--- config.mk ---
export PLATFORM = sky130hd
export DESIGN_NAME = wsc_top
export DESIGN_NICKNAME = d
export VERILOG_FILES = /design/src/verilog/wsc_pkg.sv /design/src/verilog/wsc_top.sv
export VERILOG_INCLUDE_DIRS = /design/src /design/src/verilog
export SDC_FILE = /design/constraint.sdc
export NUM_CORES = 1
export LEC_CHECK = 0
export BUFFER_PORTS_ARGS = -buffer_cell sky130_fd_sc_hd__buf_2
export CAP_MARGIN = 30
export CORE_MARGIN = 2
export CORE_UTILIZATION = 60
export CTS_CLUSTER_DIAMETER = 80
export DETAILED_ROUTE_END_ITERATION = 16
export PLACE_DENSITY = 0.84
export SYNTH_ARGS = -nofsm -noshare
export SYNTH_HDL_FRONTEND = slang
export SYNTH_SLANG_ARGS = --single-unit
--- constraint.sdc ---
create_clock -name ref_clk -period 4.1 [get_ports ref_clk]
set_clock_uncertainty 0.15 [all_clocks]
set_input_delay 0.82 -clock ref_clk [delete_from_list [all_inputs] [get_ports ref_clk]]
set_output_delay 0.82 -clock ref_clk [all_outputs]
set_load 0.005 [all_outputs]
--- src/verilog/wsc_regs.svh ---
// register offsets, field values and timing constants of the supervisor
`ifndef WSC_REGS_SVH
`define WSC_REGS_SVH
`define WSC_SVC_OFFSET 12'h000
`define WSC_KEY 5'h0c
`define WSC_KEY_ZERO 5'h00
`define WSC_WIN_RST 2'h3
`define WSC_CM_RST 1'h1
`define WSC_LOWER_TC 17'h00800
`define WSC_UPPER_BASE 17'h02000
`define WSC_CNT_ZERO 17'h00000
`define WSC_CNT_ONE 17'h00001
`define WSC_HOLD_LAST 6'h17
`define WSC_HOLD_ZERO 6'h00
`define WSC_HOLD_ONE 6'h01
`define WSC_CM_TIME_US 1000
`define WSC_CLK_MHZ 100
`define WSC_GAP_ZERO 32'h00000000
`define WSC_GAP_ONE 32'h00000001
`define WSC_RD_PAD 24'h000000
`define WSC_DATA_ZERO 32'h00000000
`endif

--- src/verilog/wsc_pkg.sv ---
// types shared by the supervisor and clock monitor
package wsc_pkg;
  typedef struct packed {
    logic [1:0] win;
    logic [4:0] key;
    logic cmEn;
  } wsc_svc_s;
  typedef enum logic [1:0] {SV_RUN, SV_PULL, SV_HOLD, SV_WAITHI} wsc_sv_e;
  typedef enum logic [1:0] {CM_OK, CM_FAULT, CM_RECOVER} wsc_cm_e;
endpackage : wsc_pkg

--- src/verilog/wsc_top.sv ---
// windowed program supervisor with clock monitor behind an apb slave
//
// The implementer's own choices: the APB register port and the placing of the registers.
`include "wsc_regs.svh"

// Behaviour
// - service byte: window, key, monitor enable
// - key field must equal fixed pattern
// - lower limit fixed at 2048 cycles
// - window code picks 8k to 64k
// - reset inhibits; then max window, monitor on
// - only first good write sets choices
// - bad key on first write errors
// - later writes compared in bits 7:1
// - no service before upper limit errors
// - early service errors; many later accepted
// - first write restarts the window
// - pull pin low, hold 16-32 cycles
// - window restarts when pin goes high
// - services ignored while pin driven; code still takes them while only the monitor drives it
// - monitor drives pin while clock slow
// - 10 kHz passes, below 10 Hz flagged
// - key field reads back as zeros
// - timeout halted in halt/idle, monitor runs
// - halt exit resumes or reloads window
// - idle exit performs automatic service
// - first service may come anytime early
module wsc_top #(
  parameter int unsigned CM_LIMIT_CYC = `WSC_CM_TIME_US * `WSC_CLK_MHZ
) (
  input wire logic ref_clk,
  input wire logic rstn,
  input wire logic psel,
  input wire logic penable,
  input wire logic pwrite,
  input wire logic [11:0] paddr,
  input wire logic [31:0] pwdata,
  input wire logic [3:0] pstrb,
  output logic [31:0] prdata,
  output logic pready,
  output logic pslverr,
  input wire logic oscillatorInputPin,
  input wire logic faultOutputNIn,
  output logic faultOutputNOut,
  output logic faultOutputNOe,
  input wire logic haltMode,
  input wire logic idleMode,
  input wire logic rcOscOption,
  input wire logic restartDelayBit
);

  function automatic logic isSvc(input logic [11:0] a);
    return a == `WSC_SVC_OFFSET;
  endfunction : isSvc

  function automatic logic [16:0] upperLast(input logic [1:0] w);
    return (`WSC_UPPER_BASE << w) - `WSC_CNT_ONE;
  endfunction : upperLast

  logic [1:0] pinRaw;
  logic [1:0] pinLvl;
  logic oscPrev_q;
  logic tick;
  logic pinHigh;

  logic pready_q;
  logic pslverr_q;
  logic [31:0] prdata_q;
  logic apbAccess;
  logic xfer;
  logic svcWr;
  wsc_pkg::wsc_svc_s wrVal;

  wsc_pkg::wsc_svc_s svc_q;
  logic firstDone_q;
  wsc_pkg::wsc_sv_e svState_q;
  logic [16:0] wndCnt_q;
  logic [5:0] svHold_q;
  logic haltPrev_q;
  logic idlePrev_q;
  logic counting;
  logic svcTaken;
  logic svcErr;
  logic timeoutHit;
  logic haltExit;
  logic idleExit;

  wsc_pkg::wsc_cm_e cmState_q;
  logic [31:0] gapCnt_q;
  logic [5:0] cmHold_q;
  logic clkSlow;
  logic faultOe_q;
  logic faultOut_q;

  // pins from outside: three flops, change accepted when last two agree
  assign pinRaw = {faultOutputNIn, oscillatorInputPin};

  for (genvar g = 0; g < 2; g++) begin : gSync
    logic s1_q;
    logic s2_q;
    logic s3_q;
    logic lvl_q;
    always_ff @(posedge ref_clk or negedge rstn) begin
      if (!rstn) begin
        s1_q <= 1'b0;
        s2_q <= 1'b0;
        s3_q <= 1'b0;
        lvl_q <= 1'b0;
      end else begin
        s1_q <= pinRaw[g];
        s2_q <= s1_q;
        s3_q <= s2_q;
        if (s2_q == s3_q) begin
          lvl_q <= s3_q;
        end
      end
    end
    assign pinLvl[g] = lvl_q;
  end

  // one tick per rising edge of the instruction clock
  always_ff @(posedge ref_clk or negedge rstn) begin
    if (!rstn) begin
      oscPrev_q <= 1'b0;
    end else begin
      oscPrev_q <= pinLvl[0];
    end
  end

  assign tick = pinLvl[0] & ~oscPrev_q;
  assign pinHigh = pinLvl[1];

  // apb slave: one wait state, answer in second access cycle
  assign apbAccess = psel & penable;
  assign xfer = apbAccess & pready_q;
  assign wrVal = wsc_pkg::wsc_svc_s'(pwdata[7:0]);
  assign svcWr = xfer & pwrite & isSvc(paddr) & pstrb[0];

  always_ff @(posedge ref_clk or negedge rstn) begin
    if (!rstn) begin
      pready_q <= 1'b0;
      pslverr_q <= 1'b0;
    end else begin
      pready_q <= apbAccess & ~pready_q;
      pslverr_q <= apbAccess & ~pready_q & ~isSvc(paddr);
    end
  end

  // key never readable, so it cannot be copied by runaway code
  always_ff @(posedge ref_clk or negedge rstn) begin
    if (!rstn) begin
      prdata_q <= `WSC_DATA_ZERO;
    end else if (apbAccess & ~pready_q & ~pwrite & isSvc(paddr)) begin
      prdata_q <= {`WSC_RD_PAD, svc_q.win, `WSC_KEY_ZERO, svc_q.cmEn};
    end else begin
      prdata_q <= `WSC_DATA_ZERO;
    end
  end

  // service check
  always_comb begin
    svcTaken = 1'b0;
    svcErr = 1'b0;
    if (svcWr && svState_q == wsc_pkg::SV_RUN) begin
      if (!firstDone_q) begin
        svcTaken = 1'b1;
        svcErr = wrVal.key != `WSC_KEY;
      end else if (wrVal.win != svc_q.win || wrVal.key != `WSC_KEY) begin
        svcErr = 1'b1;
      end else if (wndCnt_q < `WSC_LOWER_TC) begin
        svcErr = 1'b1;
      end else begin
        svcTaken = 1'b1;
      end
    end
  end

  // mismatched monitor bit is accepted; later writes cannot change it
  always_ff @(posedge ref_clk or negedge rstn) begin
    if (!rstn) begin
      svc_q <= '{win: `WSC_WIN_RST, key: `WSC_KEY, cmEn: `WSC_CM_RST};
      firstDone_q <= 1'b0;
    end else if (svcWr && svState_q == wsc_pkg::SV_RUN && !firstDone_q) begin
      firstDone_q <= 1'b1;
      if (wrVal.key == `WSC_KEY) begin
        svc_q <= '{win: wrVal.win, key: `WSC_KEY, cmEn: wrVal.cmEn};
      end
    end
  end

  assign haltExit = haltPrev_q & ~haltMode;
  assign idleExit = idlePrev_q & ~idleMode;
  assign counting = svState_q == wsc_pkg::SV_RUN && !haltMode && !idleMode;
  assign timeoutHit = counting & tick & (wndCnt_q == upperLast(svc_q.win));

  always_ff @(posedge ref_clk or negedge rstn) begin
    if (!rstn) begin
      haltPrev_q <= 1'b0;
      idlePrev_q <= 1'b0;
    end else begin
      haltPrev_q <= haltMode;
      idlePrev_q <= idleMode;
    end
  end

  // window counter in instruction cycles
  always_ff @(posedge ref_clk or negedge rstn) begin
    if (!rstn) begin
      wndCnt_q <= `WSC_CNT_ZERO;
    end else if (svState_q == wsc_pkg::SV_WAITHI && pinHigh) begin
      wndCnt_q <= `WSC_CNT_ZERO;
    end else if (svcTaken || idleExit) begin
      wndCnt_q <= `WSC_CNT_ZERO;
    end else if (haltExit && !(rcOscOption && !restartDelayBit)) begin
      wndCnt_q <= `WSC_CNT_ZERO;
    end else if (counting && tick && !timeoutHit) begin
      wndCnt_q <= wndCnt_q + `WSC_CNT_ONE;
    end
  end

  // supervision fault sequence
  always_ff @(posedge ref_clk or negedge rstn) begin
    if (!rstn) begin
      svState_q <= wsc_pkg::SV_RUN;
      svHold_q <= `WSC_HOLD_ZERO;
    end else begin
      case (svState_q)
        wsc_pkg::SV_RUN: begin
          if (svcErr || timeoutHit) begin
            svState_q <= wsc_pkg::SV_PULL;
          end
        end
        wsc_pkg::SV_PULL: begin
          svHold_q <= `WSC_HOLD_ZERO;
          if (!pinHigh) begin
            svState_q <= wsc_pkg::SV_HOLD;
          end
        end
        wsc_pkg::SV_HOLD: begin
          if (tick) begin
            svHold_q <= svHold_q + `WSC_HOLD_ONE;
            if (svHold_q == `WSC_HOLD_LAST) begin
              svState_q <= wsc_pkg::SV_WAITHI;
            end
          end
        end
        wsc_pkg::SV_WAITHI: begin
          if (pinHigh) begin
            svState_q <= wsc_pkg::SV_RUN;
          end
        end
        default: begin
          svState_q <= wsc_pkg::SV_RUN;
        end
      endcase
    end
  end

  // clock monitor on the reference clock, so it works with no tick at all
  // threshold 1 ms lies between 100 us and 100 ms periods
  always_ff @(posedge ref_clk or negedge rstn) begin
    if (!rstn) begin
      gapCnt_q <= `WSC_GAP_ZERO;
    end else if (tick) begin
      gapCnt_q <= `WSC_GAP_ZERO;
    end else if (gapCnt_q != CM_LIMIT_CYC) begin
      gapCnt_q <= gapCnt_q + `WSC_GAP_ONE;
    end
  end

  assign clkSlow = gapCnt_q == CM_LIMIT_CYC;

  always_ff @(posedge ref_clk or negedge rstn) begin
    if (!rstn) begin
      cmState_q <= wsc_pkg::CM_OK;
      cmHold_q <= `WSC_HOLD_ZERO;
    end else if (!svc_q.cmEn) begin
      cmState_q <= wsc_pkg::CM_OK;
      cmHold_q <= `WSC_HOLD_ZERO;
    end else begin
      case (cmState_q)
        wsc_pkg::CM_OK: begin
          if (clkSlow) begin
            cmState_q <= wsc_pkg::CM_FAULT;
          end
        end
        wsc_pkg::CM_FAULT: begin
          cmHold_q <= `WSC_HOLD_ZERO;
          if (tick) begin
            cmState_q <= wsc_pkg::CM_RECOVER;
          end
        end
        wsc_pkg::CM_RECOVER: begin
          if (clkSlow) begin
            cmState_q <= wsc_pkg::CM_FAULT;
          end else if (tick) begin
            cmHold_q <= cmHold_q + `WSC_HOLD_ONE;
            if (cmHold_q == `WSC_HOLD_LAST) begin
              cmState_q <= wsc_pkg::CM_OK;
            end
          end
        end
        default: begin
          cmState_q <= wsc_pkg::CM_OK;
        end
      endcase
    end
  end

  // open-drain fault pin, data always low
  always_ff @(posedge ref_clk or negedge rstn) begin
    if (!rstn) begin
      faultOe_q <= 1'b0;
      faultOut_q <= 1'b0;
    end else begin
      faultOut_q <= 1'b0;
      faultOe_q <= (svState_q == wsc_pkg::SV_PULL) || (svState_q == wsc_pkg::SV_HOLD) ||
                   (cmState_q != wsc_pkg::CM_OK);
    end
  end

  assign prdata = prdata_q;
  assign pready = pready_q;
  assign pslverr = pslverr_q;
  assign faultOutputNOut = faultOut_q;
  assign faultOutputNOe = faultOe_q;
endmodule : wsc_top
### Yosys cells after proc, flatten, opt, wreduce, memory -nomap -nowiden

Cells that the tools add are included.

* add/sub/neg operators: 5
* magnitude comparators: 1
* equality and inequality tests: 27
* shift operators: 1
* multiplexer cells: 34
* bitwise logic cells: 20
* reduce and logical (&&, ||, !) cells: 32

Operators with widths (count)
* 17-bit 2-to-1 mux: 4
* 32-bit 2-to-1 mux: 2
* 32-bit by 1-bit adder with 32-bit output (second input constant): 1
* 32-bit by 17-bit == test with 1-bit output (second input constant): 1
* 32-bit by 17-bit inequality test with 1-bit output (second input constant): 1
* 6-bit 2-to-1 mux: 4
* 6-bit case mux with 2 select lines: 2
* 2-bit 2-to-1 mux: 11
* 17-bit by 1-bit adder with 17-bit output (second input constant): 1
* 17-bit == test: 1
* 17-bit by 12-bit < comparator with 1-bit output (second input constant): 1
* 14-bit by 2-bit left shift with 17-bit output (first input constant): 1
* 17-bit by 1-bit subtractor with 17-bit output (second input constant): 1
* 1-bit AND: 14
* 6-bit by 1-bit adder with 6-bit output (second input constant): 2
* 6-bit by 5-bit == test with 1-bit output (second input constant): 2
* 12-bit zero test: 1
* 3-bit inequality test (second input constant): 4
* 1-bit logical AND: 9
* 1-bit 2-to-1 mux: 8
* 8-bit 2-to-1 mux: 1
* 2-bit inequality test (second input constant): 4
* 4-bit inequality test (second input constant): 2
* 2-bit case mux with 4 select lines: 1
* 19 further kinds: 41

* register bits: 115
* input bits: 59
* output and inout port bits: 36
* logic and storage cells: 144

### Logic depth before layout (Yosys ltp)

Gate-level depths: netlist of the first run.

* word-level depth: 11
* depth in mapped cells: 8
* depth with buffers taken out: 7

### Worst setup path before layout of the first run

No wires, ideal clock.

* path kind: input to register
* from: in paddr[2]
* to: reg wndCnt_q[14]
* setup time: 130 ps
* data arrival time: 2264 ps
* data required time: 3820 ps
* slack: 1556 ps
* cell stages on the path: 6
* buffers on the path: 1
* cell sequence: nor4_1 > nand3_1 > or4_4 > o21ai_4 > buf_2 > a21oi_1

* cells in the longest elaborated chain, start to end: 8
* elaborated cells between the ends (all ways): 9
* those cells by class: mux: 3; bitwise: 2; reduce/logical: 4

Ends and longest elaborated chain
* start: declaration: RTL line wsc_top.sv:36 `input wire logic [11:0] paddr,`
* 12-bit zero test (no line) (*)
* 1-bit AND (*) (2 in a row): RTL line wsc_top.sv:137 `assign svcWr = xfer & pwrite & isSvc(paddr) & pstrb[0];`
* 1-bit logical AND (*): RTL line wsc_top.sv:164 `if (svcWr && svState_q == wsc_pkg::SV_RUN) begin`
* 1-bit 2-to-1 mux (*): RTL line wsc_top.sv:164
* 1-bit logical OR (*): RTL line wsc_top.sv:212 `end else if (svcTaken || idleExit) begin`
* 17-bit 2-to-1 mux: RTL line wsc_top.sv:212
* 17-bit 2-to-1 mux: RTL line wsc_top.sv:210 `end else if (svState_q == wsc_pkg::SV_WAITHI && pinHigh) begin`
* end signal: assignment: RTL line wsc_top.sv:209 `` wndCnt_q <= `WSC_CNT_ZERO; ``
* end signal: assignment: RTL line wsc_top.sv:211 `` wndCnt_q <= `WSC_CNT_ZERO; ``
* end signal: assignment: RTL line wsc_top.sv:213 `` wndCnt_q <= `WSC_CNT_ZERO; ``
* end: declaration: RTL line wsc_top.sv:77 `logic [16:0] wndCnt_q;`

Every way passes the cells marked *; elsewhere a longest branch is shown, timed or not.
A chain may end at the register's enable or synchronous reset.

### Worst setup path in the final report of the first run

* from: reg svState_q[1]
* to: reg wndCnt_q[16]

* cells in the longest elaborated chain, start to end: 8
* elaborated cells between the ends (all ways): 16
* those cells by class: eq/ne: 1; mux: 3; bitwise: 2; reduce/logical: 10

Ends and longest elaborated chain
* start: declaration: RTL line wsc_top.sv:76 `wsc_pkg::wsc_sv_e svState_q;`
* start signal: assignment: RTL line wsc_top.sv:224 `svState_q <= wsc_pkg::SV_RUN;`
* start signal: assignment: RTL line wsc_top.sv:230 `svState_q <= wsc_pkg::SV_PULL;`
* start signal: assignment: RTL line wsc_top.sv:236 `svState_q <= wsc_pkg::SV_HOLD;`
* 2-bit zero test: RTL line wsc_top.sv:164, wsc_top.sv:193
* 1-bit logical AND (2 in a row): RTL line wsc_top.sv:193 `assign counting = svState_q == wsc_pkg::SV_RUN && !haltMode && !idleMode;`
* 1-bit AND (2 in a row): RTL line wsc_top.sv:194 `assign timeoutHit = counting & tick & (wndCnt_q == upperLast(svc_q.win));`
* 1-bit zero test: RTL line wsc_top.sv:216 `end else if (counting && tick && !timeoutHit) begin`
* 1-bit logical AND: RTL line wsc_top.sv:216
* 4-bit nonzero test (no line)
* end signal: assignment: RTL line wsc_top.sv:213
* end signal: assignment: RTL line wsc_top.sv:215 `` wndCnt_q <= `WSC_CNT_ZERO; ``
* end signal: assignment: RTL line wsc_top.sv:217 `` wndCnt_q <= wndCnt_q + `WSC_CNT_ONE; ``

Several ways; a longest one is shown, not always the timed one.

==> summary.txt, run 1 <==
Drt
  – DRT Pass-1 Iters: 5
  – DRC: 0
  – Wire per inst: ~15 µm
  – WL final: around 9400 µm
  – Post-detailed-route count of antenna-violating nets: 0
  – Vias/cell: 5.90
  – Total number of vias: 3726
  – First DRT Iteration DRCs: around 220

STA
  – Final setup TNS: 0 ns
  – Peak Freq: around 370 MHz
  – Fin crit period: between 2 and 3 ns
  – Final-report setup violation count: 0
  – Worst slew pin tran: 0.878 ns
  – RSZ-0062 raised after global routing: false
  – Worst hold slack: 0.166 ns
  – Final clock period utilization by the worst path: about two thirds
  – Endpoints failing hold: 0
  – Pins over their slew limit: 0
  – Max_slew headroom: between 40% and 50%

Run status
  – Status: completed

Yosys
  – Share of synthesized area spent on multiplexers: 2.25%
  – Post-synthesis adder-cell area fraction: under 10%
  – Syn Area/Cell: slightly below 10 µm²
  – Post-Syn Instances: ~500
  – Post-synth EDFFs: 0
  – Top cell type by total area after synthesis: dfrtp_1
  – Post-synth top flop: dfrtp_1
  – Seq/Total Area, Yosys: 45.1%
  – Post-synthesis compound-gate area fraction: between 10 and 15%
  – Top post-synthesis cells by area: dfrtp_1, buf_4, xor2_1
  – Synth async-reset ratio: 100%
  – Mapped Area: 4780 µm²
  – YS warnings: 0
  – Post-Synth XOR/XNOR Area: under 10%
  – Largest family of logic cells by synthesized area: simple AND/OR/NAND/NOR gates
  – Yosys reg bits: 86
  – Top-area cell type share of the netlist area: a little over two fifths
  – Simple-gate share of the synthesized area: between 20% and 30%
  – Synth cell types: 68

Worst setup path
  – Worst Reg-to-Reg Cells: 6
  – Worst R2R Setup Slack: ~1.4 ns
  – Worst Setup SP: svState_q[1]
  – Startpoint types: flip-flop
  – FF-to-FF Start: svState_q[1]
  – Worst R2R End: wndCnt_q[16]
  – Crit-path max FO: 12
  – CP arrival: 2.86 ns
  – Setup crit end kind: flip-flop
  – Critical Setup Path Class: flip-flop to flip-flop
  – Worst Path Required: 4.24 ns

Clock network
  – Post-CTS Setup Bufs: 0
  – TritonCTS buffer count: 9
  – Hold buffer count at CTS: 0
  – CTS clock-pin slew for the worst setup and hold paths: roughly 0.090 ns
  – Maximum clock path buffer count: 2
  – Clk Latency, worst-skew pair: around 0.36 ns
  – CTS resizes: 0
  – CTS tree: yes
  – H-tree lvl count: 3
  – CTS root buf: clkbuf_8
  – Total clock sinks: 86

Place
  – Dpl cells: 616
  – GPL Wtd Cong: about 0.84
  – HPWL after DPL: roughly 7000 µm
  – PortBufs: 37

Pwr
  – Peak VDD IR: 0.296 mV
  – Leak: 2.25 nW
  – Total power divided by cell area: 404 nW/µm²

Cells and area
  – Layout cells sized above 1: 14.7%
  – Area of the multi-input gates: about 2400 µm²
  – Layout area overhead: 9.03%
  – # diodes: 0
  – Fillers: between 500 and 600
  – Layout Cells excl Fill: between 600 and 700
  – NumNets Final: 594
  – FF+latch area: approximately 2200 µm²

GRT
  – Initial antenna violation count: 0
  – Largest net degree at the start of global routing: 70
  – GRT overflow: 0
  – First-pass GRT wire length: 16100 µm
  – Total GRT Usage: 23.1%
  – Number of global-route vias before repair: between 3000 and 4000

Floorplanning
  – Die Footprint: slightly below 9000 µm²
  – Rows: 32
  – Die H: 93.3 µm
  – I/O pin count: 95
  – Die width: a little over 90 µm
  – Initial Util: a little over 60%
  – Core ar.: ~7700 µm²

Worst hold path
  – Hold Path Class: input port to asynchronous set/reset pin

Flow run
  – Max_cap viols: 0
==> sequential cells by signal, indices dropped and copies added, names as in the netlist, 2 cells and up <==
register / cells
gapCnt_q: 32
wndCnt_q: 17
cmHold_q: 6
svHold_q: 6
prdata: 3
svc_q: 3
cmState_q: 2
gSync.lvl_q: 2
gSync.s1_q: 2
gSync.s2_q: 2
gSync.s3_q: 2
svState_q: 2
==> logic make-up (layout without fill, tap and decap cells) <==
family	Yosys count	count (layout)
compound gates	72	72
fa+ha+maj	12	12
flops	86	86
buf+inv	63	76
other cells	1	30
simple gates	214	214
xor+xnor	30	30
mux	10	10
==> worst max-delay path, cell delays in order, from the launching register on <==
cell,delay (ns)
dfrtp_1,0.43
inv_1,0.14
ha_1,0.31
nand4_1,0.42
or3_1,0.55
or4_1,0.49
a21oi_1,0.16
==> routing by layer <==
| metal | up-vias | GRT usage [%] | part of all wire [%] | wire [µm] |
|---|---|---|---|---|
| met5 | - | 0 | 0 | 0 |
| met4 | 0 | 9.80 | 2.6 | 243 |
| met3 | 30 | 3.55 | 4.3 | 407 |
| met2 | 127 | 39.4 | 50 | 4740 |
| met1 | 1782 | 29.3 | 43 | 4060 |
| li1 | 1787 | - | - | - |
==> layout by cell type, fill, tap and decap left out, types with 15 or more instances in the layout <==
master and instances:
nand3_1 27, or4_1 15, nor2_1 41, buf_2 36, inv_1 20, nand2_1 38
xor2_1 18, conb_1 30, dfrtp_1 83, a21oi_1 19
==> area by class of cell <==
class	instances	share of cell area [%]
multi-input cells	368	45.1
well taps	102	2.45
clock inverters	7	2.78
inverters	20	1.44
clock buffers	9	2.38
repair buffers	40	4.49
flip-flops and latches	86	41.3
==> cells in the mapped netlist, drive strengths merged, types with 6 or more instances <==
cell and count:
ha 10, dfrtp 83, o21ai 12, nor4 14, o211ai 6, a21oi 21, inv 20, nand4 13
o31ai 12, or3 12, xnor2 12, nor2 41, mux2 6, nand2 38, nor3 10, buf 38
or4 16, and3 8, nand3 29, xor2 18
==> how the worst max path moves through the flow <==
stage	end	slack [ns]	depth (start not counted)
after floorplan	wndCnt_q[14]	1.56	6
after global placement	wndCnt_q[15]	1.13	6
after detailed placement	wndCnt_q[15]	1.09	6
after CTS	wndCnt_q[16]	1.40	6
after global routing	wndCnt_q[16]	1.18	6
final	wndCnt_q[16]	1.38	6
==> power breakdown <==
part | leakage, nW | internal, mW | switching (mW)
logic | 0.977 | 0.148 | 0.224
clock network | 0.130 | 0.469 | 0.315
registers | 1.15 | 0.898 | 0.0537
total | 2.25 | 1.51 | 0.593
==> through the flow <==
step	cell area, µm²	total power [mW]	utilization, %	worst slack [ns]
6_report	5210	2.11	67.5	1.38
4_1_cts	5210	2.11	67.5	1.40
3_5_place_dp	4940	1.33	64.0	1.09
5_1_grt	5210	2.21	67.5	1.18
3_3_place_gp	4910	1.31	63.5	1.13
2_1_floorplan	4890	1.24	-	1.56
Power figures use the tool's default switching activity.
==> inputs of run 2 (changes only) <==
--- a/config.mk
+++ b/config.mk
@@ -9,10 +9,10 @@
 export BUFFER_PORTS_ARGS = -buffer_cell sky130_fd_sc_hd__buf_2
 export CAP_MARGIN = 30
 export CORE_MARGIN = 2
-export CORE_UTILIZATION = 60
+export CORE_UTILIZATION = 56
 export CTS_CLUSTER_DIAMETER = 80
 export DETAILED_ROUTE_END_ITERATION = 16
-export PLACE_DENSITY = 0.84
+export PLACE_DENSITY = 0.79
 export SYNTH_ARGS = -nofsm -noshare
 export SYNTH_HDL_FRONTEND = slang
 export SYNTH_SLANG_ARGS = --single-unit
==> constraint.sdc (replaced) <==
create_clock -name ref_clk -period 2.6 [get_ports ref_clk]
set_clock_uncertainty 0.15 [all_clocks]
set_input_delay 0.52 -clock ref_clk [delete_from_list [all_inputs] [get_ports ref_clk]]
set_output_delay 0.52 -clock ref_clk [all_outputs]
set_load 0.005 [all_outputs]
==> run 2 against run 1 <==
The flow now finishes with violations (negative hold slack). Sequential share of layout area is 0.31 points lower. Critical path depth stayed put. Flip-flop and latch count stayed put. First-iteration DRC count is 34% lower. Largest power group unchanged.
==> summary.txt, run 2 (same netlist as run 1, synthesis figures left out) <==
Place
  – PortBufs: 37 (unchanged)
  – HPWL after DPL: 6920 µm (+1.5%)
  – GPL Wtd Cong: 0.816 (-3.4%)

Floorplanning
  – Core ar.: 8260 µm² (+6.9%)
  – Rows: 33 (+3.1%)
  – Die width: 96.4 µm (+3.4%)
  – I/O pin count: 95 (unchanged)
  – Die Footprint: 9290 µm² (+6.8%)
  – Die H: 96.4 µm (+3.4%)
  – Initial Util: 57.9% (-4.0 points)

Pwr
  – Leak: 2.28 nW (+1.3%)
  – Peak VDD IR: 0.361 mV (+22%)
  – Internal power: 2.19 mW (+45%)
  – Combinational Power Share: 20.5% (+2.8 points)
  – Total power divided by cell area: 602 nW/µm² (+49%)
  – Switching share of power: 30.7% (+2.6 points)
  – Sw Pwr: 0.971 mW (+64%)
  – Sequential power share: 47.3% (+2.2 points)
  – Clock Power Share: 32.2% (-5.0 points)

Cells and area
  – Fillers: 694 (+16%)
  – Layout area overhead: 9.84%
  – Commonest non-fill, non-tap cell in the layout: dfrtp_1
  – NumNets Final: 604 (+1.7%)
  – Layout cells sized above 1: 16.3% (+1.6 points)
  – Largest Register: gapCnt_q
  – Max reg flops: 32 (unchanged)
  – Top flop regs: gapCnt_q (32), wndCnt_q (17)
  – # diodes: 0 (unchanged)
  – Commonest non-fill, non-tap cells in the layout: dfrtp_1, nor2_1, nand2_1, buf_2, conb_1

Worst setup path
  – Worst Path Required: 2.74 ns (-1.50 ns)
  – CP arrival: 2.48 ns (-0.38 ns)
  – CP top delay family: simple AND/OR/NAND/NOR gates
  – Critical Setup Path Class: flip-flop to flip-flop
  – Slowest cell on crit path: dfstp_2
  – Startpoint types: flip-flop
  – Setup crit end kind: flip-flop
  – Critical path, cell by cell: and4bb_1, o31ai_2, a2111oi_4, buf_12, or4_1, a21oi_2
  – Crit-path max FO: 28 (+16)
  – Crit path buf inv count: 1 (unchanged)
  – Critical Path Max Stage Delay: 0.58 ns (+0.03 ns)

Clock network
  – Maximum clock path buffer count: 2 (unchanged)
  – TritonCTS buffer count: 9 (unchanged)
  – CTS root buf: clkbuf_8
  – Hold buffer count at CTS: 0 (unchanged)
  – Clk Latency, worst-skew pair: 0.37 ns (about the same)
  – CTS clock-pin slew for the worst setup and hold paths: 0.10 ns (about the same)
  – Total clock sinks: 86 (unchanged)
  – CTS resizes: 0 (unchanged)
  – Post-CTS Setup Bufs: 0 (unchanged)
  – CTS tree: yes
  – H-tree lvl count: 3 (unchanged)

Drt
  – Met1 WL: 4250 µm (+4.7%)
  – First DRT Iteration DRCs: 142 (-34%)
  – Post-detailed-route count of antenna-violating nets: 0 (unchanged)
  – DRT Pass-1 Iters: 4 (-1)
  – Wire per inst: 15.0 µm (+0.39%)
  – Routed wl met3: 466 µm (+14%)
  – Top Metal Used: met4
  – Vias/cell: 5.85 (-0.83%)
  – DRC: 0 (unchanged)
  – Total number of vias: 3771 (+1.2%)
  – WL final: 9680 µm (+2.5%)
  – Met2 WL post-DR: 4840 µm (+2.2%)

Run status
  – Status: finished with violations
  – Failing checks: negative hold slack

Worst hold path
  – Hold Path Class: input port to asynchronous set/reset pin

GRT
  – Total GRT Usage: 23.1% (about the same)
  – First-pass GRT wire length: 16600 µm (+3.4%)
  – Largest net degree at the start of global routing: 46 (-34%)
  – Initial antenna violation count: 0 (unchanged)
  – GRT overflow: 0 (unchanged)
  – Number of global-route vias before repair: 3761 (+5.8%)

STA
  – Worst hold slack: -0.0127 ns (-0.179 ns)
  – Final setup TNS: 0 ns (unchanged)
  – RSZ-0062 raised after global routing: false
  – Worst slew pin tran: 0.718 ns (-0.160 ns)
  – Max_slew headroom: 51.7% (+11 points)
  – Final-report setup violation count: 0 (unchanged)
  – Peak Freq: 428 MHz (+16%)
  – Fin crit period: 2.34 ns (-0.385 ns)
  – Final clock period utilization by the worst path: 89.9% (+23 points)
  – Endpoints failing hold: 11 (+11)
  – Pins over their slew limit: 0 (unchanged)

Flow run
  – Max_cap viols: 0 (unchanged)
[run 2: power by group through the flow]
stage | registers, mW | logic, mW | clock network [mW]
after global placement | 1.52 | 0.604 | 0
final | 1.50 | 0.648 | 1.02
after detailed placement | 1.52 | 0.632 | 0
after global routing | 1.51 | 0.736 | 1.10
after CTS | 1.50 | 0.645 | 1.04
after floorplan | 1.51 | 0.443 | 0
[run 2: worst reg2reg max path, delay by kind of cell, from the launching register on]
family | cells | cell delay (ns)
flops | 1 | 0.58
buf+inv | 1 | 0.18
simple gates | 2 | 0.78
compound gates | 3 | 0.60
[run 2: per-stage QoR]
step                setup WS [ns]  util, %  power, mW  instance area [µm²]  cells
global route                0.141     63.6       3.34                 5250    645
finish                      0.263     63.6       3.16                 5250    645
detailed placement          0.170     61.0       2.15                 5040    629
global placement            0.243     61.0       2.12                 5040    629
CTS                         0.258     63.6       3.18                 5250    645
floorplan                   0.356        -       1.95                 4890    517
[run 2: final cells by class]
class,count,area [µm²],share of cell area (%)
timing repair buffer,50,323,6.15
tap,105,131,2.50
multi-input combinational,368,2350,44.8
clock buffer,11,151,2.88
clock inverter,5,63.8,1.21
inverter,20,75.1,1.43
sequential,86,2160,41.0
[run 2: final timing paths]
path	slack, ns	startpoint	depth (start not counted)	endpoint
worst max register to register	0.26	svc_q[6]	6	wndCnt_q[15]
worst max-delay path	0.26	svc_q[6]	6	wndCnt_q[15]
worst min-delay path	-0.01	rstn	1	gapCnt_q[16]
worst min register to register	0.21	gSync[1].s1_q	0	gSync[1].s2_q
max in group asynchronous	1.64	rstn	2	svc_q[0]
min in group ref_clk	0.11	oscillatorInputPin	1	gSync[0].s1_q
[run 2: layer usage]
layer | up-vias | GRT usage [%]
met5 | - | 0
met4 | 0 | 7.51
met3 | 11 | 5.51
met2 | 114 | 39.6
met1 | 1844 | 28.8
li1 | 1802 | -
